<file path="config.mk">
export PLATFORM = sky130hd
export DESIGN_NAME = rail_order_seq
export DESIGN_NICKNAME = d
export VERILOG_FILES = /design/src/hdl/rail_order_pkg.sv /design/src/hdl/rail_order_seq.sv /design/src/hdl/rail_order_store.sv
export SDC_FILE = /design/constraint.sdc
export NUM_CORES = 1
export LEC_CHECK = 0
export ABC_AREA = 1
export BUFFER_PORTS_ARGS = -buffer_cell sky130_fd_sc_hd__buf_2
export CAP_MARGIN = 30
export CORE_MARGIN = 4
export CORE_UTILIZATION = 50
export DETAILED_ROUTE_END_ITERATION = 6
export PLACE_DENSITY = 0.74
export RECOVER_POWER = 50
export SETUP_SLACK_MARGIN = 0.5
export SLEW_MARGIN = 30
export SYNTH_ARGS = -nofsm -noshare
export SYNTH_HDL_FRONTEND = slang
export SYNTH_HIERARCHICAL = 1
export SYNTH_SLANG_ARGS = --single-unit
</file>
<file path="constraint.sdc">
create_clock -name ref_clk -period 1.65 [get_ports ref_clk]
set_input_delay 0.33 -clock ref_clk [delete_from_list [all_inputs] [get_ports ref_clk]]
set_output_delay 0.33 -clock ref_clk [all_outputs]
set_load 0.05 [all_outputs]
</file>
<file path="src/hdl/rail_order_pkg.sv">
// constants for the converter rail ordering block
package rail_order_pkg;
  localparam logic [7:0] ORDER_ONE_TWO_ADDR = 8'h2c;
  localparam logic [7:0] ORDER_THREE_FOUR_ADDR = 8'h2d;
  localparam int CODE_W = 4;
  localparam int RAIL_COUNT = 4;
  localparam int LOW_FIELD_LSB = 0;
  localparam int HIGH_FIELD_LSB = 4;
  localparam logic [7:0] ORDER_RESET = 8'h00;
  localparam logic [3:0] CODE_OFF = 4'h0;
  localparam logic [3:0] SLOT_FIRST = 4'h1;
  localparam logic [3:0] SLOT_LAST = 4'hc;
  localparam logic [7:0] UNMAPPED_READ = 8'h00;
  typedef enum logic [1:0] {
    SEQ_IDLE,
    SEQ_UP,
    SEQ_DOWN
  } seq_state_e;
endpackage

</file>
<file path="src/hdl/rail_order_seq.sv">
// order registers and slot sequencer for four converter rails
// Contract
// - code zero keeps rail out of sequence
// - power-up enables rails in ascending slots
// - power-down disables rails in reverse order
// - converter one code at 2c bits 3:0
// - converter two code at 2c bits 7:4
// - converter three code at 2d bits 3:0
// - converter four code at 2d bits 7:4
`timescale 1ns/1ps
module rail_order_seq (
  input wire logic ref_clk,
  input wire logic rst_n,
  input wire logic ce,
  input wire logic [15:0] option_codes,
  input wire logic [7:0] reg_addr,
  input wire logic reg_wr,
  input wire logic [7:0] reg_wdata,
  input wire logic reg_rd,
  output logic [7:0] reg_rdata,
  input wire logic power_up_req,
  input wire logic power_down_req,
  input wire logic slot_tick,
  output logic [rail_order_pkg::RAIL_COUNT-1:0] rail_en,
  output logic [3:0] current_slot,
  output logic seq_busy,
  output logic seq_done
);
  import rail_order_pkg::*;

  logic rst_meta;
  logic rst_sync_n;
  logic loaded;
  logic wr_hit;
  logic rd_hit;
  logic addr_idx;
  logic [15:0] words;
  logic [CODE_W-1:0] codes [RAIL_COUNT];
  logic [RAIL_COUNT-1:0] slot_match;
  seq_state_e state;
  seq_state_e next_state;
  logic [3:0] next_slot;
  logic [RAIL_COUNT-1:0] next_rail_en;
  logic next_busy;
  logic next_done;

  always_ff @(posedge ref_clk or negedge rst_n) begin
    if (!rst_n) begin
      rst_meta <= 1'b0;
      rst_sync_n <= 1'b0;
    end else begin
      rst_meta <= 1'b1;
      rst_sync_n <= rst_meta;
    end
  end

  // factory option codes are captured once, on the first enabled cycle after release
  always_ff @(posedge ref_clk or negedge rst_sync_n) begin
    if (!rst_sync_n) begin
      loaded <= 1'b0;
    end else if (ce) begin
      loaded <= 1'b1;
    end
  end

  assign addr_idx = (reg_addr == ORDER_THREE_FOUR_ADDR);
  assign rd_hit = (reg_addr == ORDER_ONE_TWO_ADDR) || addr_idx;
  assign wr_hit = reg_wr && rd_hit && loaded;

  rail_order_store store (
    .ref_clk(ref_clk),
    .rst_n(rst_sync_n),
    .ce(ce),
    .load_en(!loaded),
    .load_data(option_codes),
    .wr_en(wr_hit),
    .wr_idx(addr_idx),
    .wr_data(reg_wdata),
    .rd_en(reg_rd),
    .rd_hit(rd_hit),
    .rd_idx(addr_idx),
    .rd_data(reg_rdata),
    .words(words)
  );

  assign codes[0] = words[LOW_FIELD_LSB +: CODE_W];
  assign codes[1] = words[HIGH_FIELD_LSB +: CODE_W];
  assign codes[2] = words[8 + LOW_FIELD_LSB +: CODE_W];
  assign codes[3] = words[8 + HIGH_FIELD_LSB +: CODE_W];

  genvar g;
  generate
    for (g = 0; g < RAIL_COUNT; g++) begin : g_match
      // rails sharing a code switch together; zero never matches a slot
      assign slot_match[g] = (codes[g] != CODE_OFF) && (codes[g] == current_slot);
    end
  endgenerate

  always_comb begin
    next_state = state;
    next_slot = current_slot;
    next_rail_en = rail_en;
    next_busy = seq_busy;
    next_done = 1'b0;
    case (state)
      SEQ_IDLE: begin
        if (power_up_req) begin
          next_state = SEQ_UP;
          next_slot = SLOT_FIRST;
          next_busy = 1'b1;
        end else if (power_down_req) begin
          next_state = SEQ_DOWN;
          next_slot = SLOT_LAST;
          next_busy = 1'b1;
        end
      end
      SEQ_UP: begin
        if (slot_tick) begin
          next_rail_en = rail_en | slot_match;
          if (current_slot == SLOT_LAST) begin
            next_state = SEQ_IDLE;
            next_slot = CODE_OFF;
            next_busy = 1'b0;
            next_done = 1'b1;
          end else begin
            next_slot = current_slot + 4'h1;
          end
        end
      end
      SEQ_DOWN: begin
        if (slot_tick) begin
          next_rail_en = rail_en & ~slot_match;
          if (current_slot == SLOT_FIRST) begin
            // codes above the last slot were never sequenced, so drop any leftover
            next_rail_en = '0;
            next_state = SEQ_IDLE;
            next_slot = CODE_OFF;
            next_busy = 1'b0;
            next_done = 1'b1;
          end else begin
            next_slot = current_slot - 4'h1;
          end
        end
      end
      default: begin
        next_state = SEQ_IDLE;
        next_slot = CODE_OFF;
        next_busy = 1'b0;
      end
    endcase
  end

  always_ff @(posedge ref_clk or negedge rst_sync_n) begin
    if (!rst_sync_n) begin
      state <= SEQ_IDLE;
      current_slot <= CODE_OFF;
      rail_en <= '0;
      seq_busy <= 1'b0;
      seq_done <= 1'b0;
    end else if (ce) begin
      state <= next_state;
      current_slot <= next_slot;
      rail_en <= next_rail_en;
      seq_busy <= next_busy;
      seq_done <= next_done;
    end
  end
endmodule

</file>
<file path="src/hdl/rail_order_store.sv">
// two-word storage for the rail order codes with registered read data
`timescale 1ns/1ps
module rail_order_store (
  input wire logic ref_clk,
  input wire logic rst_n,
  input wire logic ce,
  input wire logic load_en,
  input wire logic [15:0] load_data,
  input wire logic wr_en,
  input wire logic wr_idx,
  input wire logic [7:0] wr_data,
  input wire logic rd_en,
  input wire logic rd_hit,
  input wire logic rd_idx,
  output logic [7:0] rd_data,
  output logic [15:0] words
);
  import rail_order_pkg::*;

  logic [7:0] mem [2];
  logic [7:0] next_mem [2];
  logic [7:0] next_rd_data;

  always_comb begin
    next_mem[0] = mem[0];
    next_mem[1] = mem[1];
    next_rd_data = rd_data;
    if (load_en) begin
      next_mem[0] = load_data[7:0];
      next_mem[1] = load_data[15:8];
    end else if (wr_en) begin
      next_mem[wr_idx] = wr_data;
    end
    if (rd_en) begin
      next_rd_data = rd_hit ? mem[rd_idx] : UNMAPPED_READ;
    end
  end

  always_ff @(posedge ref_clk or negedge rst_n) begin
    if (!rst_n) begin
      mem[0] <= ORDER_RESET;
      mem[1] <= ORDER_RESET;
      rd_data <= UNMAPPED_READ;
    end else if (ce) begin
      mem[0] <= next_mem[0];
      mem[1] <= next_mem[1];
      rd_data <= next_rd_data;
    end
  end

  assign words = {mem[1], mem[0]};
endmodule

</file>
=== Yosys cells after proc, flatten, opt, wreduce, memory -nomap -nowiden ===
Index checks and enable logic that the tools add are counted.

* Register bits after elaboration: 39
* Input bits: 40
* Output and inout bits: 18
* Word-level logic and storage cells: 93

* $add $sub $neg: 2
* $lt $le $gt $ge: 2
* Equal/unequal tests: 16
* Muxes and demuxes: 39
* Bitwise logic cells: 4
* Reductions and logical operators: 19

{| class="wikitable"
|+ Operator list
! operator !! count
|-
| two-way mux 8 bit || 5
|-
| two-way mux 4 bit || 9
|-
| two-way mux 16 bit || 2
|-
| bitwise mux 16 bit || 1
|-
| == test 4 bit || 4
|-
| == test 8 x 6 -> 1 bit, second input constant || 2
|-
| nonzero test 4 bit || 4
|-
| two-way mux 2 bit || 6
|-
| one-hot mux 4 bit (3 select lines) || 1
|-
| two-way mux 1 bit || 10
|-
| demux 8 bit (select 1 bit) || 1
|-
| != test 2 bit, second input constant || 4
|-
| one-hot mux 4 bit (2 select lines) || 1
|-
| AND reduction 4 bit || 2
|-
| logical AND 1 bit || 7
|-
| one-hot mux 2 bit (3 select lines) || 1
|-
| AND reduction 6 bit || 1
|-
| adder 4 x 1 -> 4 bit, second input constant || 1
|-
| AND 4 bit || 1
|-
| == test 4 x 1 -> 1 bit, second input constant || 1
|-
| == test 4 bit, second input constant || 1
|-
| inverter 4 bit || 1
|-
| OR 4 bit || 1
|-
| AND reduction 2 bit || 2
|-
| other kinds (13) || 13
|}

=== Logic depth before layout (Yosys ltp) ===
* Depth after elaboration: 9
* Gate-level depth with buffers: 11
* Mapped depth without buffers: 10

=== Modules after synthesis ===
The synthesis kept the hierarchy.

{| class="wikitable"
|+ By module, submodules not included
! module !! times used !! cells an instance !! area each (µm²) !! sequential area each (µm²)
|-
| rail_order_seq || 1 || 214 || 1,340.0 || 375.4
|-
| rail_order_store || 1 || 182 || 1,285.0 || 600.6
|}

=== Least setup slack after synthesis ===
Ideal clock, no wire load.

* Path type: reg2reg
* Start: register current_slot[0]
* End: register state[0]
* Setup time: 0.076 ns
* Arrival: 1.627 ns
* Required time: 1.574 ns
* Path slack: -0.054 ns
* Stages on the path, launching flop included: 11
* Buffers on the path: 1
* Cell sequence: dfrtp_1 -> buf_4 -> inv_2 -> ha_1 -> nand3_1 -> nand2_1 -> nand2_1 -> inv_2 -> nand2_2 -> nand2_1 -> o21ai_1

* Word-level cells in the longest chain between the ends: 3
* Elaborated cells on any way between the ends: 5

{| class="wikitable"
|+ RTL lines
! element !! RTL line !! text
|-
| start: declaration || rail_order_seq.sv:25 || <nowiki>output logic [3:0] current_slot,</nowiki>
|-
| start signal: assignment || rail_order_seq.sv:162 || <nowiki>current_slot <= next_slot;</nowiki>
|-
| == test 4 x 1 -> 1 bit or == test 4 bit (tied branches) || rail_order_seq.sv:133, rail_order_seq.sv:120 ||
|-
| != test 2 bit (no source line) || - ||
|-
| AND reduction 6 bit (no source line) (*) || - ||
|-
| end signal: assignment || rail_order_seq.sv:161 || <nowiki>state <= next_state;</nowiki>
|-
| end: declaration || rail_order_seq.sv:40 || <nowiki>seq_state_e state;</nowiki>
|}

Every way passes the cells marked *; elsewhere a longest branch is shown, timed or not.
A chain may end at the register's enable or synchronous reset.

=== Worst setup path in the final report ===
* Start: register current_slot[1]
* End: output port current_slot[1]

No word-level cell between the ends.

==> results.toml <==
[global_route]
antenna_found_initial = 0
grt_start_max_net_pins = 27
grt_overflow = 0
grtUsageMet2_pct = 41.3
grtUsageMet1_pct = 32.9
grt.total_usage_pct = 24.6
busiest_layer = "met2"
grt_util_met3_pct = 4.15
grt_pass1_wl_mm = 12.4
grt_pass1_vias = 2690

[yosys]
ys.flop_type = "dfrtp_1"
synth_edf_count = 0
yosysTopAreaCellShare_pct = 37.2
avgSynthCellArea_sq_um = 6.63
ys_ff_latch = 39
synthDistinctLibCells = 31
synth.most_common_cell = "nand2_1"
synth_largest_area_cell = "dfrtp_1"
synth_area_sq_um = 2630
syn_inst = 396
async_reset_ff_share_pct = 100
synthTopCellsByArea = "dfrtp_1, nand2_1, inv_1"
yosys_warnings = 6
ys_seq_area_share_pct = 37.2
yosys-top-cells-count = "nand2_1, inv_1, dfrtp_1, nand3_1"
syn_nets = 443

[cts]
cts-htree-levels = 2
clock_path_buffers = 2
cts_buffers = 5
clk_pin_slew_worst_paths_ns = 0.08
clock-sinks = 39
cts_tree = "yes"
clk_latency_ns = 0.29
clockRootBuffer = "clkbuf_8"

[timing]
tns_ns = 0
slew_viol_final = 0
timing.final.crit_share_pct = 87.2
slew_headroom_pct = 57.8
min_period_ns = 1.44
rsz0062_at_grt = "true"
max_freq_mhz = 695
setup_viol = 0
hold_viol = 0
worstMarginPinSlew_ns = 0.633
fin_skew_ns = 0.00817

[power_and_ir_drop]
clkPwrFrac_pct = 18.5
vdd_drop_max_mv = 0.801
powerDensity_nw_per_um2 = 1220
power_frac_seq_pct = 28.7
p_switching_mw = 2.04
combPwrFrac_pct = 52.8
swShare_pct = 44.2
p_leak_nw = 2.03
p_total_mw = 4.63
internal_power_mw = 2.58

[cells_and_area]
drive_gt1_share_pct = 35.1
diodes = 0
area_growth_pct = 44.9
design_area_sq_um = 3800
final_util_pct = 74.5
fin_nets = 542

[worst_hold_path]
min_path_type = "register to async pin"

[critical_path]
worstSetupStartpoint = "current_slot[1]$_DFFE_PN0P_"
crit_path_top_delay_cell = "dfrtp_4"
critPathMaxFanout = 4
reg2reg_to = "state[1]$_DFFE_PN0P_"
r2r_cells = 9
worstReg2RegStart = "current_slot[1]$_DFFE_PN0P_"
path_cells = "buf_4 > buf_6"
required_ns = 1.32
cp-endpoint = "current_slot[1]"
crit_path_end_kind = "output pin"
max_stage_delay_ns = 0.52
worstSetupPathType = "register to output pin"
r2r_slack_ns = 0.25
cp-start-kind = "register"
worst_ep_arrival_time_ns = 1.11

[routing]
first_pass_iters = 6
drt-wirelength-per-cell_um = 14.3
drt-total-wl_mm = 8.09
vias_per_cell = 5.16
drtIter0Drc = 356
route.detailed.drc = 0
ant_nets = 0
vias = 2921

[flow_run]
maxCapViolCount = 0

[floorplanning]
die_area_sq_um = 6470
die_y_um = 80.5
core_area_sq_um = 5110
rows = 26
chipWidth_um = 80.5
pin_count = 58
start_util_pct = 51.4

[placement]
placed_cell_area_sq_um = 3090
dpl.hpwl_mm = 5.01
numPortBuffers = 57
gp_congestion = 0.853

[outcome]
run_status = "completed"
[cells in the final DEF (no fill, tap or decap), types with 2 or more instances in the layout]
master	count
buf_12	4
buf_2	36
buf_16	3
ha_4	3
nand3_1	12
nor2_4	8
inv_4	3
dfrtp_2	4
nor3_4	2
o211ai_1	9
nand2_4	6
nand4_1	11
clkbuf_8	6
nor2_2	5
clkbuf_1	5
nor2_1	10
nand2_1	184
inv_2	9
dfrtp_1	34
clkbuf_2	3
inv_6	2
o21ai_2	2
nand2_2	15
ha_2	2
nand3_2	6
o21ai_1	4
ha_1	2
inv_1	42
buf_4	32
buf_6	15
a21oi_1	2
nand3_4	2
[logic make-up after synthesis]
| logic type | count (synthesis) | synth area share (%) |
|---|---|---|
| AOI/OAI and AO/OA | 21 | 5.15 |
| xor gates and xnor gates | 2 | 0.667 |
| adders and majority gates | 7 | 3.34 |
| buffers and inverters | 65 | 10.6 |
| DFF | 39 | 37.2 |
| other | 1 | 0.143 |
| and+or+nand+nor | 261 | 42.9 |
[cell type report]
cell class	count	area [sq um]
timing repair buffer	99	796
clock inverter	2	38.8
clock buffer	6	82.6
sequential	39	985
inverter	57	239
fill	394	1300
multi-input combinational	293	1580
tap	70	87.6
[metrics by stage]
step	setup WS (ns)	hold slack, ns	std cells
after floorplan	0.168	0.0344	396
after global placement	0.134	0.115	522
after detailed placement	0.0519	0.116	522
after CTS	0.256	0.168	557
after global routing	0.116	0.269	566
final	0.212	0.203	566
[routing by layer]
layer  wire length, um  part of all wire (%)
met3               550                   6.8
met1              3340                    41
met5                 0                     0
met2              4060                    50
met4               135                   1.7
[power groups by stage]
stage	clock network (mW)	logic (mW)	registers (mW)
after floorplan	0	1.17	1.66
after global placement	0	1.78	1.40
after detailed placement	0	1.81	1.40
after CTS	0.867	2.32	1.33
after global routing	0.909	2.67	1.35
final	0.854	2.44	1.33
[worst max-delay path: cells and delay by family, from the launching register on]
family                 cells  cell delay, ns
flip-flops                 1            0.52
buffers and inverters      2            0.29
[repair_timing]
action	in CTS	in global routing
gates resized for setup	60	30
pin swaps	25	30
cloned	3	1
hold buffers	1	0
buffers inserted	23	8
hold endpoints to repair	2	0
setup endpoints to repair	54	54
[how the worst min path moves through the flow]
| stage | end | slack (ns) | depth (start not counted) |
|---|---|---|---|
| after global placement | rst_meta$_DFF_PN0_ | 0.12 | 1 |
| after global routing | rail_en[2]$_DFFE_PN0P_ | 0.27 | 0 |
| after CTS | current_slot[1]$_DFFE_PN0P_ | 0.17 | 0 |
| after floorplan | rst_meta$_DFF_PN0_ | 0.03 | 0 |
| final | rail_en[1]$_DFFE_PN0P_ | 0.20 | 0 |
| after detailed placement | rst_meta$_DFF_PN0_ | 0.12 | 1 |
[registers in the layout, indices dropped and copies added (netlist names)]
name	cells
store/words	16
seq_done	1
state	2
rst_sync_n	1
store/rd_data	8
current_slot	4
rst_meta	1
rail_en	4
seq_busy	1
loaded	1
Power figures use the tool's default switching activity.
